[config.mk]
export PLATFORM = sky130hd
export DESIGN_NAME = csm_store
export DESIGN_NICKNAME = d
export VERILOG_FILES = /design/src/csm_pkg.sv /design/src/csm_coef_join.sv /design/src/csm_store.sv
export SDC_FILE = /design/constraint.sdc
export NUM_CORES = 1
export LEC_CHECK = 0
export ABC_AREA = 1
export BUFFER_PORTS_ARGS = -buffer_cell sky130_fd_sc_hd__buf_2
export CAP_MARGIN = 20
export CORE_AREA = 4 4 150 152
export CTS_BUF_LIST = sky130_fd_sc_hd__clkbuf_4 sky130_fd_sc_hd__clkbuf_8 sky130_fd_sc_hd__clkbuf_16
export DETAILED_ROUTE_END_ITERATION = 6
export DIE_AREA = 0 0 154 156
export SLEW_MARGIN = 20
export SYNTH_ARGS = -nofsm -noshare
export SYNTH_HDL_FRONTEND = slang
export SYNTH_HIERARCHICAL = 1
export SYNTH_SLANG_ARGS = --single-unit
[constraint.sdc]
create_clock -name clk_i -period 2.8 [get_ports clk_i]
set_clock_uncertainty 0.15 [all_clocks]
set_input_delay 0.28 -clock clk_i [delete_from_list [all_inputs] [get_ports clk_i]]
set_output_delay 0.28 -clock clk_i [all_outputs]
set_load 0.1 [all_outputs]
[src/csm_pkg.sv]
// package for the coefficient sign-magnitude store
// assumes a 16-bit word-addressed calibration memory port
package csm_pkg;
    localparam int unsigned WORD_W = 16;
    localparam int unsigned ADDR_W = 8;
    localparam int unsigned MAG_W = 17;
    localparam int unsigned NUM_BRIDGE = 7;
    localparam int unsigned NUM_TEMP = 3;
    localparam int unsigned NUM_COEF = 10;
    localparam logic [7:0] ADDR_BRIDGE_HI = 8'h03;
    localparam logic [7:0] ADDR_TEMP_HI = 8'h04;
    localparam logic [7:0] ADDR_OFFSET_B = 8'h05;
    localparam logic [7:0] ADDR_GAIN_B = 8'h06;
    localparam logic [7:0] ADDR_TCG = 8'h07;
    localparam logic [7:0] ADDR_TCO = 8'h08;
    localparam logic [7:0] ADDR_OFFSET_THERMAL_Q = 8'h09;
    localparam logic [7:0] ADDR_SCALE_THERMAL_Q = 8'h0a;
    localparam logic [7:0] ADDR_BRIDGE_Q = 8'h0b;
    localparam logic [7:0] ADDR_OFFSET_T = 8'h0c;
    localparam logic [7:0] ADDR_GAIN_T = 8'h0d;
    localparam logic [7:0] ADDR_TEMP_Q = 8'h0e;
    localparam logic [15:0] HI_RESET = 16'h0000;
    localparam int unsigned BIT_CURVE = 14;
    localparam int unsigned BIT_SETTLING = 15;
    localparam int unsigned TEMP_USED_W = 6;
endpackage : csm_pkg

[src/csm_coef_join.sv]
// one coefficient assembler: high word pair plus low word
// assumes low word arrives from the calibration word store
`timescale 1ns/1ns
`default_nettype none
module csm_coef_join #(
    parameter int unsigned LOW_W = 16
) (
    input wire logic clk_i,
    input wire logic nrst_i,
    input wire logic mag_hi_i,
    input wire logic sign_i,
    input wire logic [LOW_W-1:0] low_i,
    output logic [LOW_W:0] mag_o,
    output logic neg_o
);
    // registered sign-magnitude output, zero at reset
    always_ff @(posedge clk_i) begin
        if (!nrst_i) begin
            mag_o <= '0;
            neg_o <= 1'b0;
        end else begin
            mag_o <= {mag_hi_i, low_i};
            neg_o <= sign_i;
        end
    end
endmodule : csm_coef_join
`default_nettype wire

[src/csm_store.sv]
// Functional notes
// - word 03 bit 0 tops offset magnitude
// - word 03 bit 1 is offset sign
// - word 03 bit 2 tops gain magnitude
// - word 03 bit 3 is gain sign
// - bits 4,5 form thermal gain coefficient
// - bits 6,7 form thermal offset coefficient
// - bits 8,9 form quadratic offset thermal
// - bits 10,11 form quadratic scale thermal
// - bits 12,13 form bridge quadratic coefficient
// - bit 14 picks parabolic or s-curve
// - bit 15 is settling term sign
// - word 04 bits 0,1 temp gain
// - word 04 bits 2,3 temp quadratic
// - word 04 bits 4,5 temp offset
// - sign zero positive, one negative
//
// holds words 03 and 04 and assembles ten coefficients
// assumes low words 05..0e are supplied by the word store
`timescale 1ns/1ns
`default_nettype none
module csm_store #(
    parameter int unsigned WORD_W = csm_pkg::WORD_W,
    parameter int unsigned ADDR_W = csm_pkg::ADDR_W
) (
    input wire logic clk_i,
    input wire logic nrst_i,
    input wire logic wr_en_i,
    input wire logic [ADDR_W-1:0] addr_i,
    input wire logic [WORD_W-1:0] wdata_i,
    input wire logic [WORD_W-1:0] offset_b_low_i,
    input wire logic [WORD_W-1:0] gain_b_low_i,
    input wire logic [WORD_W-1:0] tcg_low_i,
    input wire logic [WORD_W-1:0] tco_low_i,
    input wire logic [WORD_W-1:0] offset_thermal_quadratic_low_i,
    input wire logic [WORD_W-1:0] scale_thermal_quadratic_low_i,
    input wire logic [WORD_W-1:0] bridge_quadratic_coef_low_i,
    input wire logic [WORD_W-1:0] gain_t_low_i,
    input wire logic [WORD_W-1:0] temp_quadratic_coef_low_i,
    input wire logic [WORD_W-1:0] offset_t_low_i,
    output logic [WORD_W-1:0] rdata_o,
    output logic rhit_o,
    output logic [csm_pkg::NUM_COEF*(WORD_W+1)-1:0] coef_mag_o,
    output logic [csm_pkg::NUM_COEF-1:0] coef_neg_o,
    output logic curve_shape_select_o,
    output logic settling_term_polarity_o
);
    localparam int unsigned N = csm_pkg::NUM_COEF;
    localparam int unsigned NB = csm_pkg::NUM_BRIDGE;

    logic [WORD_W-1:0] bridge_coef_high_bits;
    logic [WORD_W-1:0] temp_coef_high_bits;
    logic [N*WORD_W-1:0] low_words;
    logic [N-1:0] hi_bits;
    logic [N-1:0] sign_bits;

    // stored high words; unassigned bits of word 04 kept as written
    always_ff @(posedge clk_i) begin
        if (!nrst_i) begin
            bridge_coef_high_bits <= csm_pkg::HI_RESET;
            temp_coef_high_bits <= csm_pkg::HI_RESET;
        end else if (wr_en_i) begin
            if (addr_i == ADDR_W'(csm_pkg::ADDR_BRIDGE_HI)) begin
                bridge_coef_high_bits <= wdata_i;
            end
            if (addr_i == ADDR_W'(csm_pkg::ADDR_TEMP_HI)) begin
                temp_coef_high_bits <= wdata_i;
            end
        end
    end

    // read port, registered; other addresses read zero with no hit
    always_ff @(posedge clk_i) begin
        if (!nrst_i) begin
            rdata_o <= '0;
            rhit_o <= 1'b0;
        end else if (addr_i == ADDR_W'(csm_pkg::ADDR_BRIDGE_HI)) begin
            rdata_o <= bridge_coef_high_bits;
            rhit_o <= 1'b1;
        end else if (addr_i == ADDR_W'(csm_pkg::ADDR_TEMP_HI)) begin
            rdata_o <= temp_coef_high_bits;
            rhit_o <= 1'b1;
        end else begin
            rdata_o <= '0;
            rhit_o <= 1'b0;
        end
    end

    // low words in coefficient order: bridge pairs, then temperature
    assign low_words = {offset_t_low_i,
        temp_quadratic_coef_low_i,
        gain_t_low_i,
        bridge_quadratic_coef_low_i,
        scale_thermal_quadratic_low_i,
        offset_thermal_quadratic_low_i,
        tco_low_i,
        tcg_low_i, gain_b_low_i, offset_b_low_i};

    // even bit is magnitude bit 16, odd bit is its sign
    always_comb begin
        hi_bits = '0;
        sign_bits = '0;
        for (int i = 0; i < NB; i++) begin
            hi_bits[i] = bridge_coef_high_bits[2*i];
            sign_bits[i] = bridge_coef_high_bits[2*i+1];
        end
        for (int j = 0; j < csm_pkg::NUM_TEMP; j++) begin
            hi_bits[NB+j] = temp_coef_high_bits[2*j];
            sign_bits[NB+j] = temp_coef_high_bits[2*j+1];
        end
    end

    // one assembler per coefficient
    for (genvar g = 0; g < N; g++) begin : g_join
        csm_coef_join #(.LOW_W(WORD_W)) u_join (
            .clk_i(clk_i),
            .nrst_i(nrst_i),
            .mag_hi_i(hi_bits[g]),
            .sign_i(sign_bits[g]),
            .low_i(low_words[g*WORD_W +: WORD_W]),
            .mag_o(coef_mag_o[g*(WORD_W+1) +: WORD_W+1]),
            .neg_o(coef_neg_o[g])
        );
    end

    // curve mode and settling sign, registered
    always_ff @(posedge clk_i) begin
        if (!nrst_i) begin
            curve_shape_select_o <= 1'b0;
            settling_term_polarity_o <= 1'b0;
        end else begin
            curve_shape_select_o <=
                bridge_coef_high_bits[csm_pkg::BIT_CURVE];
            settling_term_polarity_o <=
                bridge_coef_high_bits[csm_pkg::BIT_SETTLING];
        end
    end
endmodule : csm_store
`default_nettype wire

Yosys cells after proc, flatten, opt, wreduce, memory -nomap -nowiden
Cells that the tools add are included.
Widths: inputs -> output; s select.
- flip-flop bits (word level): 231
- latch bits: 0
- memory bits (writable): 0
- bits in read-only memories: 0
- input bits: 187
- output and inout bits: 199
- logic and storage cells: 34
- memories: 0
- add/sub/neg operators: 0
- multipliers: 0
- divide/modulo/power cells: 0
- order comparisons: 0
- equality and inequality tests: 2
- shift operators: 0
- multiplexer cells: 4
- bitwise operators: 0
- reductions and logical operators: 2
- operators with widths (cell ; number):
    $mux 16 ; 2
    $eq 8x2->1 const B ; 1
    $eq 8x3->1 const B ; 1
    $reduce_and 2->1 ; 2
    $mux 1 ; 2

Logic depth before layout (Yosys ltp)
- word-level depth: 3
- gate-level depth with buffers: 8
- gate-level depth less buffers: 7

Hierarchy
Netlist, hierarchy kept.
- by module, submodules not included (module ; instances ; cells an instance ; area an instance (um^2) ; seq. area each (um^2)):
    csm_coef_join ; 10 ; 56 ; 529.3 ; 360.3
    csm_store ; 1 ; 284 ; 2119.5 ; 1021.0

Worst setup path after synthesis
Ideal clock, no wire load.
- path type: reg2out
- start: register g_join[0].u_join.mag_o[0]
- end: output coef_mag_o[0] in the netlist's numbering
- data arrival time: 0.909 ns
- data required time: 2.370 ns
- setup slack: 1.461 ns
- stages on the path, launching flop included: 1
- path buffers: 0
- cells stage by stage: dfxtp_1
- RTL lines (item ; RTL line ; text):
    start: declaration ; csm_coef_join.sv:13 ; output logic [LOW_W:0] mag_o,
    start signal: assignment ; csm_coef_join.sv:22 ; mag_o <= {mag_hi_i, low_i};
    end: declaration ; csm_store.sv:43 ; output logic [csm_pkg::NUM_COEF*(WORD_W+1)-1:0] coef_mag_o,
No word-level cell between the ends.

Worst setup path in the final report
- start: register g_join[3].u_join.mag_o[7]
- end: output coef_mag_o[58] in the netlist's numbering
- RTL lines (item ; RTL line):
    start: declaration ; csm_coef_join.sv:13
    start signal: assignment ; csm_coef_join.sv:22
No word-level cell between the ends.

==> results.sh <==
export IMPL_ys_seq_area_share_pct=62.4
export IMPL_gr_total_overflow=0
export IMPL_grt_pass1_vias=7213
export IMPL_drtIter0Drc=295
export IMPL_cp_top_family="buffers and inverters"
export IMPL_criticalPathCategory="reg2out"
export IMPL_dieArea_sq_um=24000
export IMPL_fp_dieW_um=154
export IMPL_synth_simple_area_share_pct=17.7
export IMPL_worstSetupEndpointType="output pin"
export IMPL_synthTopCellsByArea="dfxtp_1 (62%), nand2_1 (11%), inv_1 (10%)"
export IMPL_worst_pin_slew_ns=0.728
export IMPL_maxCapViolCount=0
export IMPL_io_buffers=385
export IMPL_clock_tree_root_cell="clkbuf_16"
export IMPL_avgViaCountPerCell=4.08
export IMPL_clk_latency_ns=0.52
export IMPL_yosys_area_top_type_share_pct=62.4
export IMPL_grt_pass1_wl_mm=35.8
export IMPL_io_pins=386
export IMPL_syn_area_sq_um=7410
export IMPL_setup_viol=0
export IMPL_drc=0
export IMPL_netlist_cell_type_count=17
export IMPL_htree_levels=1
export IMPL_drive_above_1_share_pct=32.7
export IMPL_syn2layout_area_growth_pct=66.2
export IMPL_irDropWorstVdd_mv=0.421
export IMPL_antenna_found_initial=1
export IMPL_grt_max_degree=71
export IMPL_finalSetupTns_ns=0
export IMPL_yosysWarnings=6
export IMPL_ant_nets=0
export IMPL_dpl_cell_area_sq_um=9310
export IMPL_final_hold_viol_count=0
export IMPL_p_total_mw=8.86
export IMPL_rows=53
export IMPL_required_ns=2.37
export IMPL_pwr_density_cell_nw_per_um2=719
export IMPL_nets=1609
export IMPL_place_congestion=0.809
export IMPL_outcome="finished, final reports clean"
export IMPL_cts_tree="done"
export IMPL_initial_utilization_pct=35.3
export IMPL_timing_fmax_mhz=577
export IMPL_syn_inst=844
export IMPL_critical_path_max_stage_delay_ns=0.44
export IMPL_numCtsBuffers=26
export IMPL_synth_avg_cell_area_sq_um=8.78
export IMPL_fin_hold_ws_ns=0.0287
export IMPL_worstPathCellList="buf_2"
export IMPL_cpMaxStageDelayCell="buf_2"
export IMPL_synth_compound_area_share_pct=3.70
export IMPL_period_share_pct=61.9
export IMPL_die_h_um=156
export IMPL_drt_wl_total_mm=22.7
export IMPL_track_usage_pct=18.0
export IMPL_cts_sinks=231
export IMPL_layout_common_cells="buf_2 (384), dfxtp_1 (231), nand2_1 (226)"
export IMPL_fin_area_sq_um=12300
export IMPL_hp_class="in2reg"
export IMPL_synth_fa_ha_area_share_pct=0
export IMPL_p_leak_nw=7.14
export IMPL_synth_nets=1031
export IMPL_post_drt_wl_per_cell_um=13.2
export IMPL_crit_buf_inv=1
export IMPL_layout_commonest_cell="buf_2"
export IMPL_rsz0062_at_grt="no"
export IMPL_start_kind="register"
export IMPL_core_sq_um=21000
export IMPL_fillers=1766
export IMPL_cp_arrival_ns=1.30
export IMPL_max_slew_margin_rel_pct=51.4
export IMPL_vias=7022
export IMPL_clk_pin_slew_worst_paths_ns=0.06
export IMPL_cts_buffer_depth=3
export IMPL_dpl_hpwl_mm=13.7
export IMPL_synth_largest_area_cell="dfxtp_1"
export IMPL_period_needed_ns=1.73
export IMPL_maxSlewViolCount=0
export IMPL_first_pass_iters=4
export IMPL_worstPathMaxFanout=1
export IMPL_synth_top_family_by_area="simple AND/OR/NAND/NOR gates"
export IMPL_synth_mux_area_share_pct=0
export IMPL_synth_xor_area_share_pct=0
export IMPL_ys_ff_latch=231
## state kept, by name (all words and copies together) (netlist names)
name,count
bridge_coef_high_bits,16
curve_shape_select_o,1
g_join.u_join/mag_o,170
g_join.u_join/neg_o,10
rdata_o,16
rhit_o,1
settling_term_polarity_o,1
temp_coef_high_bits,16
## path summary, 6_finish.rpt
| path | endpoint | cells after the start | slack (ns) | start |
|---|---|---|---|---|
| setup / recovery | coef_mag_o[58] | 1 | 1.07 | g_join[3].u_join/mag_o[7] |
| hold / removal | g_join[3].u_join/mag_o[2] | 3 | 0.03 | nrst_i |
| setup reg to reg | rdata_o[14] | 2 | 1.97 | bridge_coef_high_bits[14] |
| hold reg to reg | g_join[2].u_join/neg_o | 2 | 0.30 | bridge_coef_high_bits[5] |
## synth_stat cells
library cell	n
buf_2	8
a21oi_1	37
buf_6	13
buf_12	10
clkbuf_1	3
o21ai_0	2
nor2_1	39
dfxtp_1	231
nand3_1	34
nor2_4	2
buf_1	6
nand2_2	20
nand2_1	226
buf_4	1
a21oi_2	9
inv_1	202
buf_8	1
## cells by family after synthesis
group | count (synthesis)
compound gates | 48
buf+inv | 244
simple gates | 321
flops | 231
## layer usage
layer	global-route usage, %	share of wire, %	vias to the layer above
met5	0	0	-
met4	8.75	5.0	0
met3	4.58	6.9	84
met2	33.9	52	271
met1	18.6	36	3103
li1	-	-	3564
## report_power, final
| group | leakage, nW | switching [mW] | internal (mW) |
|---|---|---|---|
| logic | 4.75 | 1.18 | 0.409 |
| clock network | 0.481 | 1.34 | 2.49 |
| registers | 1.91 | 0.0297 | 3.41 |
## per-stage QoR
step	instances	worst slack (ns)	utilization, %
6_report	1720	1.07	58.6
5_1_grt	1718	1.02	58.6
4_1_cts	1717	1.04	58.6
3_5_place_dp	1469	1.09	44.3
3_3_place_gp	1469	1.13	44.3
2_1_floorplan	844	1.46	-
## what timing repair did
item                      4_1_cts  5_1_grt
buffers inserted                0        0
hold endpoints to repair      192        0
hold buffers                  200        0
resized for setup               0        0
## cell type report
| type | instances | area, sq um | share of cell area [%] |
|---|---|---|---|
| repair buffers | 592 | 4000 | 32.5 |
| flip-flops and latches | 231 | 4620 | 37.5 |
| clock buffers | 33 | 728 | 5.91 |
| inverters | 202 | 758 | 6.15 |
| multi-input cells | 369 | 1590 | 12.9 |
| diodes | 3 | 7.51 | 0.0609 |
| well taps | 275 | 344 | 2.79 |
| clock inverters | 15 | 272 | 2.20 |
Note: power is estimated with default switching activity, not from simulation.
